===== src/shared/ipc_defs.svh =====
// Register offsets, field positions, reset values and vector numbers of the priority block
`ifndef IPC_DEFS_SVH
`define IPC_DEFS_SVH

// Number of vector channels covered by the configuration window
`define IPC_NUM_VEC       128

// Register indices; the byte address on the bus is four times the index
`define IPC_IDX_BLOCK_SEL 6'h17
`define IPC_IDX_WIN_TOP   3'h3

// Block-select field position inside config_block_select
`define IPC_BLK_LSB       3
`define IPC_BLK_MSB       6

// Priority levels
`define IPC_LVL_RESET     3'h1
`define IPC_LVL_OFF       3'h0

// Fixed read answer of the spurious vector's window register
`define IPC_SPUR_READ     8'h07

// Vector numbers (byte offset from the vector base is four times these)
`define IPC_SPUR_VEC      7'h77
`define IPC_XIRQ_VEC      7'h76
`define IPC_MACH_VEC      7'h7A
`define IPC_SYS_VEC       7'h7B
`define IPC_SWI_VEC       7'h7C
`define IPC_TRAP_VEC      7'h7D
`define IPC_SPARE_VEC     7'h7E
`define IPC_RESET_VEC     7'h7F

// Channels that may hold configuration: vectors 0x04 to 0x75
`define IPC_CFG_MASK      128'h003F_FFFF_FFFF_FFFF_FFFF_FFFF_FFFF_FFF0

`endif


===== src/shared/ipc_pkg.sv =====
// Types shared by the priority configuration and decode block
package ipc_pkg;

    typedef logic [2:0] ipc_level_t;
    typedef logic [6:0] ipc_vec_t;

    // Register bus answer sequence
    typedef enum logic [1:0] {
        ipc_st_idle,
        ipc_st_fetch,
        ipc_st_done
    } ipc_bus_state_e;

endpackage : ipc_pkg


===== src/hw/ipc_level_store.sv =====
// Per-channel priority level storage with a registered read port
`timescale 1ns/100ps
`include "ipc_defs.svh"

module ipc_level_store #(
    parameter int              DEPTH     = 128,
    parameter int              WIDTH     = 3,
    parameter logic [DEPTH-1:0] RESET_ONE = '1
) (
    input  wire logic                     sys_clk,
    input  wire logic                     rst_n,
    input  wire logic                     wr_en,
    input  wire logic [$clog2(DEPTH)-1:0] wr_addr,
    input  wire logic [WIDTH-1:0]         wr_data,
    input  wire logic [$clog2(DEPTH)-1:0] rd_addr,
    output logic      [WIDTH-1:0]         rd_data,
    output logic      [DEPTH*WIDTH-1:0]   all_levels
);

    logic [WIDTH-1:0] next_rd_data;

    if (DEPTH < 2 || WIDTH != 3) begin : g_bad_shape
        $error("ipc_level_store: DEPTH must be at least 2 and WIDTH 3");
    end

    // One level register per channel; unstored channels reset to zero and stay there
    for (genvar i = 0; i < DEPTH; i++) begin : g_entry
        logic [WIDTH-1:0] level;
        logic [WIDTH-1:0] next_level;

        always_comb begin
            next_level = level;
            if (wr_en && wr_addr == ($clog2(DEPTH))'(i)) begin
                next_level = wr_data;
            end
        end

        always_ff @(posedge sys_clk or negedge rst_n) begin
            if (!rst_n) begin
                level <= RESET_ONE[i] ? `IPC_LVL_RESET : `IPC_LVL_OFF;
            end else begin
                level <= next_level;
            end
        end

        assign all_levels[i*WIDTH +: WIDTH] = level;
    end

    // Read data registered so the bus answer sees a stable value
    always_comb begin
        next_rd_data = all_levels[rd_addr*WIDTH +: WIDTH];
    end

    always_ff @(posedge sys_clk or negedge rst_n) begin
        if (!rst_n) begin
            rd_data <= '0;
        end else begin
            rd_data <= next_rd_data;
        end
    end

endmodule : ipc_level_store


===== src/hw/ipc_prio_decoder.sv =====
// Combinational winner search over all pending maskable requests
`timescale 1ns/100ps
`include "ipc_defs.svh"

module ipc_prio_decoder #(
    parameter int NUM_VEC = 128
) (
    input  wire logic [NUM_VEC*3-1:0]       levels,
    input  wire logic [NUM_VEC-1:0]         req,
    input  wire logic [2:0]                 current_processing_level,
    output logic                            win_valid,
    output logic      [$clog2(NUM_VEC)-1:0] win_vec,
    output logic      [2:0]                 win_lvl
);

    // Ascending scan with >= lets the higher vector win a tie
    always_comb begin
        logic [2:0] lvl;
        lvl       = `IPC_LVL_OFF;
        win_valid = 1'b0;
        win_vec   = '0;
        win_lvl   = `IPC_LVL_OFF;
        for (int i = 0; i < NUM_VEC; i++) begin
            lvl = levels[i*3 +: 3];
            if (req[i] && lvl != `IPC_LVL_OFF
                && lvl > current_processing_level
                && lvl >= win_lvl) begin
                win_valid = 1'b1;
                win_vec   = ($clog2(NUM_VEC))'(i);
                win_lvl   = lvl;
            end
        end
    end

endmodule : ipc_prio_decoder


===== src/hw/ipc_top.sv =====
// Priority configuration window, Avalon-MM slave and vector supply for 128 channels
`timescale 1ns/100ps
`include "ipc_defs.svh"

// Contract
// - Block select picks which eight of 128 channel registers fill the window.
// - Block select is the vector number's upper bits; value times four is offset.
// - Window registers zero to seven map to ascending vector addresses of the block.
// - Reset puts every implemented channel at priority level one.
// - Level zero disables a channel; one to seven are active, seven highest.
// - Unimplemented channels ignore writes and read back zero.
// - Non-maskable vectors in the window ignore writes and read back zero.
// - Spurious vector register ignores writes and always reads 0x07.
// - Both interrupt vector and reset vector requests are served.
// - A priority decoder weighs levels of all pending maskable requests.
// - A higher level request may preempt a lower one being serviced.
// - Equal levels resolve toward the higher vector address.
// - Maskable requests pass only above current level, with no unmasked non-maskable pending.
// - Vector given only on request; nothing pending yields the spurious vector.
// - The winner's level is handed over with the vector for loading.
module ipc_top #(
    parameter int            NUM_VEC   = 128,
    parameter logic [127:0]  IMPL_MASK = `IPC_CFG_MASK
) (
    input  wire logic        sys_clk,
    input  wire logic        rst_n,
    input  wire logic [7:0]  avs_address,
    input  wire logic        avs_read,
    input  wire logic        avs_write,
    input  wire logic [31:0] avs_writedata,
    input  wire logic [3:0]  avs_byteenable,
    output logic      [31:0] avs_readdata,
    output logic             avs_waitrequest,
    input  wire logic [127:0] irq_req,
    input  wire logic [5:0]  nmi_req,
    input  wire logic        cpu_i_mask,
    input  wire logic        cpu_x_mask,
    input  wire logic [2:0]  current_processing_level,
    input  wire logic        vec_req,
    input  wire logic        vec_reset_fetch,
    output logic             vec_ack,
    output logic      [8:0]  vec_offset,
    output logic      [2:0]  request_priority_level,
    output logic             vec_level_load,
    output logic             vec_is_reset,
    output logic             int_pending
);

    // Channels that really own a level register
    localparam logic [127:0] STORE_MASK = `IPC_CFG_MASK & IMPL_MASK;

    // Vector numbers of the non-maskable sources, lowest priority first
    localparam ipc_pkg::ipc_vec_t NMI_VEC [6] = '{
        `IPC_XIRQ_VEC, `IPC_MACH_VEC, `IPC_SYS_VEC,
        `IPC_SWI_VEC, `IPC_TRAP_VEC, `IPC_SPARE_VEC
    };

    if (NUM_VEC != `IPC_NUM_VEC) begin : g_bad_num
        $error("ipc_top: NUM_VEC must be 128, the window decode is fixed");
    end
    if ((IMPL_MASK & ~`IPC_CFG_MASK) != '0) begin : g_bad_impl
        $error("ipc_top: IMPL_MASK marks a channel without configuration");
    end

    // Bus side state
    ipc_pkg::ipc_bus_state_e state;
    ipc_pkg::ipc_bus_state_e next_state;
    logic                    next_waitrequest;
    logic [31:0]             next_readdata;
    logic [3:0]              blk_sel;
    logic [3:0]              next_blk_sel;

    // Address decode
    logic [5:0]              reg_idx;
    logic                    is_blk;
    logic                    is_win;
    ipc_pkg::ipc_vec_t       win_vec_sel;
    logic                    win_spur;
    logic                    win_store;
    logic [3:0]              wdata_blk;
    logic [7:0]              read_value;

    // Level storage ports
    logic                    mem_wr;
    ipc_pkg::ipc_level_t     mem_q;
    logic [NUM_VEC*3-1:0]    all_levels;

    // Decoder and vector side
    logic                    win_valid;
    ipc_pkg::ipc_vec_t       win_vec;
    ipc_pkg::ipc_level_t     win_lvl;
    logic [5:0]              nmi_eff;
    logic                    maskable_ok;
    logic                    next_vec_ack;
    logic [8:0]              next_vec_offset;
    logic [2:0]              next_level;
    logic                    next_level_load;
    logic                    next_is_reset;
    logic                    next_int_pending;

    // Word index from the byte address; low address bits are don't-care
    assign reg_idx     = avs_address[7:2];
    assign is_blk      = reg_idx == `IPC_IDX_BLOCK_SEL;
    assign is_win      = reg_idx[5:3] == `IPC_IDX_WIN_TOP;
    assign win_vec_sel = {blk_sel, reg_idx[2:0]};
    assign win_spur    = win_vec_sel == `IPC_SPUR_VEC;
    assign win_store   = STORE_MASK[win_vec_sel];
    assign wdata_blk   = avs_writedata[`IPC_BLK_MSB:`IPC_BLK_LSB];

    // Writes land on the edge where the master sees waitrequest low
    assign mem_wr = (state == ipc_pkg::ipc_st_done) && avs_write && avs_byteenable[0]
                    && is_win && win_store && !win_spur;

    ipc_level_store #(
        .DEPTH     (NUM_VEC),
        .WIDTH     (3),
        .RESET_ONE (STORE_MASK[NUM_VEC-1:0])
    ) u_store (
        .sys_clk    (sys_clk),
        .rst_n      (rst_n),
        .wr_en      (mem_wr),
        .wr_addr    (win_vec_sel),
        .wr_data    (avs_writedata[2:0]),
        .rd_addr    (win_vec_sel),
        .rd_data    (mem_q),
        .all_levels (all_levels)
    );

    // Read answer per register; unused bits stay zero
    always_comb begin
        read_value = 8'h00;
        if (is_blk) begin
            read_value = {1'b0, blk_sel, 3'h0};
        end else if (is_win) begin
            if (win_spur) begin
                read_value = `IPC_SPUR_READ;
            end else if (win_store) begin
                read_value = {5'h00, mem_q};
            end else begin
                read_value = 8'h00;
            end
        end
    end

    // Fixed three-cycle answer keeps the memory read registered
    always_comb begin
        next_state       = state;
        next_waitrequest = 1'b1;
        next_readdata    = avs_readdata;
        next_blk_sel     = blk_sel;
        case (state)
            ipc_pkg::ipc_st_idle: begin
                if (avs_read || avs_write) begin
                    next_state = ipc_pkg::ipc_st_fetch;
                end
            end
            ipc_pkg::ipc_st_fetch: begin
                next_state       = ipc_pkg::ipc_st_done;
                next_waitrequest = 1'b0;
                if (avs_read) begin
                    next_readdata = {24'h000000, read_value};
                end
            end
            ipc_pkg::ipc_st_done: begin
                next_state = ipc_pkg::ipc_st_idle;
                if (avs_write && avs_byteenable[0] && is_blk) begin
                    next_blk_sel = wdata_blk;
                end
            end
            default: begin
                next_state = ipc_pkg::ipc_st_idle;
            end
        endcase
    end

    always_ff @(posedge sys_clk or negedge rst_n) begin
        if (!rst_n) begin
            state           <= ipc_pkg::ipc_st_idle;
            avs_waitrequest <= 1'b1;
            avs_readdata    <= 32'h00000000;
            blk_sel         <= 4'h0;
        end else begin
            state           <= next_state;
            avs_waitrequest <= next_waitrequest;
            avs_readdata    <= next_readdata;
            blk_sel         <= next_blk_sel;
        end
    end

    ipc_prio_decoder #(
        .NUM_VEC (NUM_VEC)
    ) u_decoder (
        .levels                   (all_levels),
        .req                      (irq_req[NUM_VEC-1:0] & STORE_MASK[NUM_VEC-1:0]),
        .current_processing_level (current_processing_level),
        .win_valid                (win_valid),
        .win_vec                  (win_vec),
        .win_lvl                  (win_lvl)
    );

    // Non-maskable sources block every maskable one; XIRQ alone obeys its mask
    assign nmi_eff     = {nmi_req[5:1], nmi_req[0] & ~cpu_x_mask};
    assign maskable_ok = win_valid && !cpu_i_mask && (nmi_eff == 6'h00);

    // Vector chosen only at the moment of the request, from what pends then
    always_comb begin
        next_vec_ack     = 1'b0;
        next_vec_offset  = vec_offset;
        next_level       = request_priority_level;
        next_level_load  = vec_level_load;
        next_is_reset    = vec_is_reset;
        next_int_pending = (nmi_eff != 6'h00) || maskable_ok;
        if (vec_req) begin
            next_vec_ack    = 1'b1;
            next_level_load = 1'b0;
            next_is_reset   = 1'b0;
            next_vec_offset = {`IPC_SPUR_VEC, 2'b00};
            if (vec_reset_fetch) begin
                next_vec_offset = {`IPC_RESET_VEC, 2'b00};
                next_is_reset   = 1'b1;
            end else if (nmi_eff != 6'h00) begin
                for (int i = 0; i < 6; i++) begin
                    if (nmi_eff[i]) begin
                        next_vec_offset = {NMI_VEC[i], 2'b00};
                    end
                end
            end else if (maskable_ok) begin
                next_vec_offset = {win_vec, 2'b00};
                next_level      = win_lvl;
                next_level_load = 1'b1;
            end
        end
    end

    always_ff @(posedge sys_clk or negedge rst_n) begin
        if (!rst_n) begin
            vec_ack                <= 1'b0;
            vec_offset             <= 9'h000;
            request_priority_level <= 3'h0;
            vec_level_load         <= 1'b0;
            vec_is_reset           <= 1'b0;
            int_pending            <= 1'b0;
        end else begin
            vec_ack                <= next_vec_ack;
            vec_offset             <= next_vec_offset;
            request_priority_level <= next_level;
            vec_level_load         <= next_level_load;
            vec_is_reset           <= next_is_reset;
            int_pending            <= next_int_pending;
        end
    end

    // Checks on the register window
    property p_blk_read;
        @(posedge sys_clk) disable iff (!rst_n)
        (!avs_waitrequest && avs_read && is_blk) |-> avs_readdata[6:3] == blk_sel;
    endproperty
    a_blk_read: assert property (p_blk_read) else $error("block select read mismatch");

    property p_blk_write;
        @(posedge sys_clk) disable iff (!rst_n)
        (!avs_waitrequest && avs_write && is_blk && avs_byteenable[0])
            |=> blk_sel == $past(wdata_blk);
    endproperty
    a_blk_write: assert property (p_blk_write) else $error("block select write lost");

    property p_spur_read;
        @(posedge sys_clk) disable iff (!rst_n)
        (!avs_waitrequest && avs_read && is_win && win_spur)
            |-> avs_readdata == {24'h000000, `IPC_SPUR_READ};
    endproperty
    a_spur_read: assert property (p_spur_read) else $error("spurious window read wrong");

    property p_zero_read;
        @(posedge sys_clk) disable iff (!rst_n)
        (!avs_waitrequest && avs_read && is_win && !win_spur && !win_store)
            |-> avs_readdata == 32'h00000000;
    endproperty
    a_zero_read: assert property (p_zero_read) else $error("unstored channel read nonzero");

    property p_upper_zero;
        @(posedge sys_clk) disable iff (!rst_n)
        (!avs_waitrequest && avs_read && (is_blk || is_win))
            |-> avs_readdata[31:8] == 24'h000000 && avs_readdata[7] == 1'b0
                && (!is_blk || avs_readdata[2:0] == 3'h0);
    endproperty
    a_upper_zero: assert property (p_upper_zero) else $error("unused bits read nonzero");

    property p_bus_answer;
        @(posedge sys_clk) disable iff (!rst_n)
        (state == ipc_pkg::ipc_st_idle && (avs_read || avs_write))
            |-> avs_waitrequest ##1 avs_waitrequest ##1 !avs_waitrequest;
    endproperty
    a_bus_answer: assert property (p_bus_answer) else $error("bus answer timing wrong");

    // Checks on the decoder and vector supply
    property p_win_active;
        @(posedge sys_clk) disable iff (!rst_n)
        win_valid |-> win_lvl != `IPC_LVL_OFF && win_lvl > current_processing_level;
    endproperty
    a_win_active: assert property (p_win_active) else $error("winner level not eligible");

    property p_vec_ack;
        @(posedge sys_clk) disable iff (!rst_n)
        vec_req |=> vec_ack ##1 (vec_ack == $past(vec_req));
    endproperty
    a_vec_ack: assert property (p_vec_ack) else $error("vector answer not one cycle after request");

    property p_spurious;
        @(posedge sys_clk) disable iff (!rst_n)
        (vec_req && !vec_reset_fetch && nmi_eff == 6'h00 && !maskable_ok)
            |=> vec_offset == {`IPC_SPUR_VEC, 2'b00} && !vec_level_load;
    endproperty
    a_spurious: assert property (p_spurious) else $error("spurious vector not supplied");

    property p_level_handover;
        @(posedge sys_clk) disable iff (!rst_n)
        (vec_req && !vec_reset_fetch && maskable_ok)
            |=> vec_level_load && request_priority_level == $past(win_lvl)
                && vec_offset == {$past(win_vec), 2'b00};
    endproperty
    a_level_handover: assert property (p_level_handover) else $error("winner level not handed over");

    property p_nmi_first;
        @(posedge sys_clk) disable iff (!rst_n)
        (vec_req && !vec_reset_fetch && nmi_eff != 6'h00) |=> !vec_level_load && !vec_is_reset;
    endproperty
    a_nmi_first: assert property (p_nmi_first) else $error("maskable beat a non-maskable request");

    property p_reset_vec;
        @(posedge sys_clk) disable iff (!rst_n)
        (vec_req && vec_reset_fetch) |=> vec_is_reset && vec_offset == {`IPC_RESET_VEC, 2'b00};
    endproperty
    a_reset_vec: assert property (p_reset_vec) else $error("reset vector not supplied");

endmodule : ipc_top


===== config.mk =====
export PLATFORM = sky130hd
export DESIGN_NAME = ipc_top
export DESIGN_NICKNAME = d
export VERILOG_FILES = /design/src/shared/ipc_pkg.sv /design/src/hw/ipc_level_store.sv /design/src/hw/ipc_prio_decoder.sv /design/src/hw/ipc_top.sv
export VERILOG_INCLUDE_DIRS = /design/src /design/src/shared
export SDC_FILE = /design/constraint.sdc
export NUM_CORES = 2
export LEC_CHECK = 0
export ABC_AREA = 0
export BUFFER_PORTS_ARGS = -buffer_cell sky130_fd_sc_hd__clkbuf_2
export CORE_UTILIZATION = 25
export CTS_BUF_LIST = sky130_fd_sc_hd__clkbuf_8
export DETAILED_ROUTE_END_ITERATION = 10
export PLACE_DENSITY = 0.38
export SYNTH_ARGS = -nofsm -noshare
export SYNTH_HDL_FRONTEND = slang
export SYNTH_SLANG_ARGS = --single-unit

===== constraint.sdc =====
create_clock -name sys_clk -period 293.6 [get_ports sys_clk]
set_input_delay 44.04 -clock sys_clk [delete_from_list [all_inputs] [get_ports sys_clk]]
set_output_delay 44.04 -clock sys_clk [all_outputs]
set_load 0.03 [all_outputs]

[Word level (Yosys, flattened, before mapping)]
Memory sizes are Yosys's and may differ from the RTL's.
Index checks and enable logic that the tools add are counted.
Word-level totals
  bits in registers: 418
  memories kept: 1
  output and inout port bits: 49
  ROM bits: 128
  word-level logic and storage cells: 1475
Memories
  (no name shown): words 128, bits a word 1, read ports 1, clocked after Yosys merged registers in 0, write ports 0, line ipc_top.sv:107  | assign win_store = STORE_MASK[win_vec_sel];
Operators by class
  eq/ne operators: 132
  order comparisons: 229
  reduce and logical (&&, ||, !) cells: 604
  shift-type cells: 1
  multiplexer cells: 364
  multiply operators: 1
  bitwise logic cells: 4
Operators with widths (count)
  logical AND 1 bit: 479
  == test 7 bit (second input constant): 64
  indexed part select 384 x 10 -> 3 bit: 1
  two-way mux 7 bit: 54
  two-way mux 3 bit: 121
  greater-than comparator 3 bit: 114
  nonzero test 3 bit: 114
  >= comparator 3 bit: 113
  == test 7 x 6 -> 1 bit (second input constant): 32
  two-way mux 6 bit: 32
  two-way mux 1 bit: 121
  == test 7 x 5 -> 1 bit (second input constant): 16
  two-way mux 5 bit: 16
  two-way mux 9 bit: 8
  == test 7 x 4 -> 1 bit (second input constant): 8
  two-way mux 4 bit: 8
  == test 7 x 3 -> 1 bit (second input constant): 4
  two-way mux 8 bit: 2
  == test 7 x 2 -> 1 bit (second input constant): 2
  multiplier 7 x 2 -> 9 bit (second input constant): 1
  less-than comparator 7 x 8 -> 1 bit (second input constant): 1
  == test 7 x 1 -> 1 bit (second input constant): 1
  logical NOT 7 bit: 1
  == test 6 x 5 -> 1 bit (second input constant): 1
  16 further kinds: 21

[Depth between registers and ports, before layout]
  word-level depth: 349
  gate-level depth with buffers: 783
  mapped depth without buffers: 775

[Cells and area by module]
From an unflattened synthesis, not the netlist that was laid out.
Unflattened totals
  cell total of the unflattened synthesis: 5255
  area, all modules: 47972.3 µm²
Modules (own cells, without submodules)
  ipc_prio_decoder: times used 1, area each 28338.4 µm², cells each 3956, seq. area each 0.0 µm²
  ipc_level_store: times used 1, area each 18178.7 µm², cells each 1166, seq. area each 9826.9 µm²
  ipc_top: times used 1, area each 1455.1 µm², cells each 133, seq. area each 701.9 µm²

[Worst setup path after synthesis]
OpenSTA, ideal clock, no wires.
  path kind: in2reg
  start: in current_processing_level[2]
  end: reg request_priority_level[1]
  data required time: 293.473 ns
  library setup time: 0.127 ns
  path buffers: 8
  setup slack: 98.631 ns
  arrival: 194.842 ns
  cell stages on the path: 745
  path through: inv_1 -> ha_1 -> nand3_1 -> o211ai_1 -> nor2_2 -> nand2_1 -> ha_1 -> a21o_1 -> a31oi_2 -> or3_1 -> buf_8 -> o21ai_0 -> ha_1 -> or4b_1 -> o2111a_1 -> nand3_1 -> a21oi_1 -> mux2i_1 -> [... 709 more ...] -> ha_1 -> nand2b_1 -> a21oi_1 -> o21bai_1 -> o2bb2ai_1 -> nand2_1 -> inv_1 -> a211o_1 -> and2_1 -> ha_1 -> a21o_1 -> a21oi_1 -> or3_1 -> clkbuf_1 -> and2_0 -> nor4b_4 -> a21oi_1 -> mux2_1
On the way
  longest elaborated chain between the ends: 346
  elaborated cells on any way between the ends: 686
RTL lines
  from (decl): line ipc_top.sv:38  | input wire logic [2:0] current_processing_level,
  greater-than comparator 3 bit: line ipc_prio_decoder.sv:26  | && lvl > current_processing_level
  logical AND 1 bit (2 in a row): line ipc_prio_decoder.sv:25  | if (req[i] && lvl != `IPC_LVL_OFF
  two-way mux 3 bit: line ipc_prio_decoder.sv:25
  >= comparator 3 bit: line ipc_prio_decoder.sv:27  | && lvl >= win_lvl) begin
  logical AND 1 bit: line ipc_prio_decoder.sv:25
  two-way mux 3 bit: line ipc_prio_decoder.sv:25
  >= comparator 3 bit: line ipc_prio_decoder.sv:27
  logical AND 1 bit: line ipc_prio_decoder.sv:25
  [... 328 more ...]
  >= comparator 3 bit: line ipc_prio_decoder.sv:27
  logical AND 1 bit: line ipc_prio_decoder.sv:25
  two-way mux 3 bit: line ipc_prio_decoder.sv:25
  >= comparator 3 bit: line ipc_prio_decoder.sv:27
  logical AND 1 bit: line ipc_prio_decoder.sv:25
  two-way mux 1 bit: line ipc_prio_decoder.sv:25
  logical AND 1 bit (2 in a row): line ipc_top.sv:203  | assign maskable_ok = win_valid && !cpu_i_mask && (nmi_eff == 6'h00);
  AND reduction 4 bit (no source line)
  to (signal assigned): line ipc_top.sv:246  | request_priority_level <= next_level;
  to (decl): line ipc_top.sv:43  | output logic [2:0] request_priority_level,
Parallel ways exist; a longest one is shown, timed or not.
A chain may end at the register's enable or synchronous reset.

==> results summary <==
The flow ran to the end, and the final reports show no timing, DRC or antenna violations. The largest net degree at the start of global routing came out at 94. The worst slew margin relative to its limit is 25.0%.

In this run the critical register-to-register path is launched from u_store.g_entry[4].level[0]. The number of pins with negative max-slew slack in the final report came to 0. The number of global-route vias before repair came out at 38,400. The worst register-to-register path ends at vec_offset[4].

The area of the core region came out at 175,000 sq um. The residual DRC count is 0. The wire-length estimate of the detail-placed layout is 130,000 um. Summed over all layers, the routed wires come to 171,000 um. The clock reaches the later pin of the worst-skew pair after 0.80 ns. The count of unique library cells instantiated by Yosys is 158.

The area share of the leading cell type in the synthesized netlist came out at 17.0%. STA classifies the critical path startpoint as an input pin. The highest cell delay on the worst timing path came out at 0.88 ns.

The minimum setup slack among reg-to-reg paths came out at 120.25 ns. The hold buffer count at CTS is 0. The number of setup violations in the final report is 0. The top cell type by total area after synthesis is sky130_fd_sc_hd__dfrtp_1. After technology mapping, the gate count stands at 4,863. The finished cells cover 49,400 sq um. The count of maximum capacitance violations is 0. After synthesis, the most frequently instantiated cells are sky130_fd_sc_hd__ha_1, sky130_fd_sc_hd__nand2_1, sky130_fd_sc_hd__inv_1, sky130_fd_sc_hd__dfrtp_1, sky130_fd_sc_hd__o21ai_0. The number of port buffers is 166. The number of setup buffers added after CTS is 0.

The measured slew at the worst slew-check pin came out at 1.12 ns. Setup repair after global routing left no endpoint under its margin. The top-level port count came out at 238. The floorplan step defined a die boundary enclosing 178,000 sq um. Of the available clock period, the critical path in the final layout requires 73.7%. Measured along the y axis, the die boundary spans 422 um. In this run the clock root is driven by a sky130_fd_sc_hd__clkbuf_8.

The warning count from the yosys run is 0. After detailed placement, the design holds a cell count of 7,249. After synthesis the netlist holds a flip-flop and latch count of 415.

The area added between synthesis and finish came out at 11.9%. The clock input transition at the sequential cells of the worst setup and hold paths came out at 0.06 ns. Global routing finished with a remaining overflow of 0. Based on the critical path, the design can be clocked at up to 0.00462 GHz. The type of destination of the critical path is a register. The sequential cell area in the final layout is 10,500 sq um. The cell with the most instances after synthesis is sky130_fd_sc_hd__ha_1. Counting along the longest clock path gives a buffer depth of 3.

The share of flip-flops with an asynchronous set or reset after synthesis is 100%. The placer congestion estimate is 0.829. The cell area reported after detailed placement came out at 47,600 sq um.

The detailed router's first-iteration violation count is 2,142. The final critical-path required period came out at 216.46 ns. The cell that appears most often on the critical path is sky130_fd_sc_hd__ha_1. The detailed-route wire length per cell is 23.1 um.

In this run, CTS created clock tree buffers numbering 87. The worst voltage drop across the vdd grid is 0.00000323 V. The worst hold slack is 0.371 ns. The fraction of layout instances using a drive strength above 1 is 22.9%. The post-route total power is 0.200 mW. The minimum setup slack in the final design came out at 77.14 ns. The detailed-route via count came out at 38,600.

The endpoint arrival time on the critical path is 217.12 ns. Each instance of the synthesized netlist takes up on average 9.08 sq um. The depth of the worst register-to-register path came out at 743. The first-pass GRT wire length is 256,000 um. Before antenna repair, the detailed router went through 5 iterations. The total global routing track utilization is 18.9%. The count of endpoints failing hold in the final timing report came out at 0.

The min-delay analysis places its worst path in the category register to register. The count of cells along the worst hold path came out at 0. The classification of the worst setup path is input pin to register. The final cell count without fillers is 7,414. The slowest stage of the critical path belongs to the cell sky130_fd_sc_hd__a221oi_1. The total negative setup slack is 0 ns.

Counting the fill cells in the layout gives 18,600. Ranked by total cell area, the synthesized netlist is headed by sky130_fd_sc_hd__dfrtp_1, sky130_fd_sc_hd__ha_1, sky130_fd_sc_hd__mux2_2. The cell area that synthesis handed to floorplanning was 44,200 sq um. The initialized floorplan defines 153 standard-cell rows. The clock tree from TritonCTS is yes. The worst hold path terminates at u_store.g_entry[3].level[0].

Using the TritonRoute via totals, the vias-per-cell ratio works out to 5.20. The data required time of the critical path came out at 294.26 ns. The initial antenna violation count is 8.

Of all nets on the critical path, the largest fanout is 20. The post-cts repair resize count came out at 0. The H-tree was split into 3 levels. The beginning of the worst hold path is u_store.g_entry[3].level[0].

Cells fill 28.3% of the core in the end. The chip width came out at 422 um. The power density of the placed cells is 4.04 nW/um^2. In the synthesized netlist the dominant register cell turns out to be sky130_fd_sc_hd__dfrtp_1. The detail route stage leaves a number of antenna-violating nets equal to 0. Prior to clock tree synthesis, the placed netlist has a worst setup slack of 77.42 ns. The net count of the finished layout is 5,730.

In this run the static leakage power is 22.1 nW. The sequential cell area fraction in the yosys report is 23.8%. The footprint of the multi-input gates is 31,500 sq um. The initial standard-cell utilization of the core is 25.3%. Yosys mapped a number of flops with a built-in enable equal to 0. The TritonCTS sink count is 415. The post-route clock skew came out at 0.0379 ns.
[power by group]
part | total [mW] | switching [mW] | internal, mW
logic | 0.0734 | 0.0446 | 0.0287
registers | 0.0583 | 0.000459 | 0.0578
clock network | 0.0683 | 0.0310 | 0.0374
total | 0.200 | 0.0760 | 0.124
[critical path: cells and delay by family]
family | cells | cell delay [ns]
compound gates | 330 | 81.42
fa+ha+maj | 192 | 55.40
simple gates | 307 | 54.32
mux | 61 | 22.24
buf+inv | 44 | 4.20
[registers in the layout, summed over array words and instances (netlist names)]
signal                  flops
avs_readdata                7
vec_offset                  7
int_pending                 1
state                       2
vec_level_load              1
u_store.g_entry.level     384
u_store.rd_data             3
blk_sel                     4
vec_is_reset                1
request_priority_level      3
avs_waitrequest             1
vec_ack                     1
[worst max path at each step]
| stage | start | endpoint | slack (ns) | cells past startpoint |
|---|---|---|---|---|
| after floorplan | current_processing_level[2] | request_priority_level[1] | 98.63 | 1191 |
| after global placement | current_processing_level[2] | vec_offset[4] | 77.81 | 1186 |
| after detailed placement | current_processing_level[2] | vec_offset[4] | 77.42 | 959 |
| after CTS | current_processing_level[2] | vec_offset[4] | 77.53 | 932 |
| after global routing | current_processing_level[2] | request_priority_level[2] | 63.43 | 932 |
| final | current_processing_level[2] | vec_offset[4] | 77.14 | 934 |
[cell usage in the layout, fill, tap and decap left out, drive strengths merged, types with 29 or more instances in the layout]
cell	count
dfstp	115
mux4	126
a311oi	104
and2	90
o211ai	55
nand2b	97
buf	57
a21boi	29
a21oi	274
a211oi	45
o21a	82
nor2	291
o31ai	134
nor2b	54
dfrtp	300
inv	396
maj3	39
o21ai	331
a21o	134
nand3	97
or2	36
nand2	474
a31oi	59
clkbuf	266
ha	528
mux2	297
nor3	52
and3	38
[layout make-up]
cell class | instances | share of cell area (%)
multi-input combinational | 3930 | 63.7
sequential | 415 | 21.3
tap | 2325 | 5.88
clock buffer | 107 | 2.98
inverter | 363 | 2.78
timing repair buffer | 216 | 2.54
clock inverter | 52 | 0.762
antenna | 6 | 0.0304
[per-layer routing]
layer | track usage, % | vias up | routed length (um)
met5 | 0 | - | 7
met2 | 32.7 | 595 | 83900
li1 | - | 18700 | -
met4 | 5.04 | 2 | 3690
met1 | 24.9 | 19100 | 79100
met3 | 1.73 | 170 | 4700
[kinds of logic after synthesis]
logic type	after synthesis	synth area share (%)
and+or+nand+nor	1369	15.4
AOI/OAI and AO/OA	1520	25.2
adders and majority gates	567	15.8
muxes	447	14.7
other	1	0.00849
DFF	415	23.8
buffers and inverters	544	5.09
Note: power is estimated with default switching activity, not from simulation.
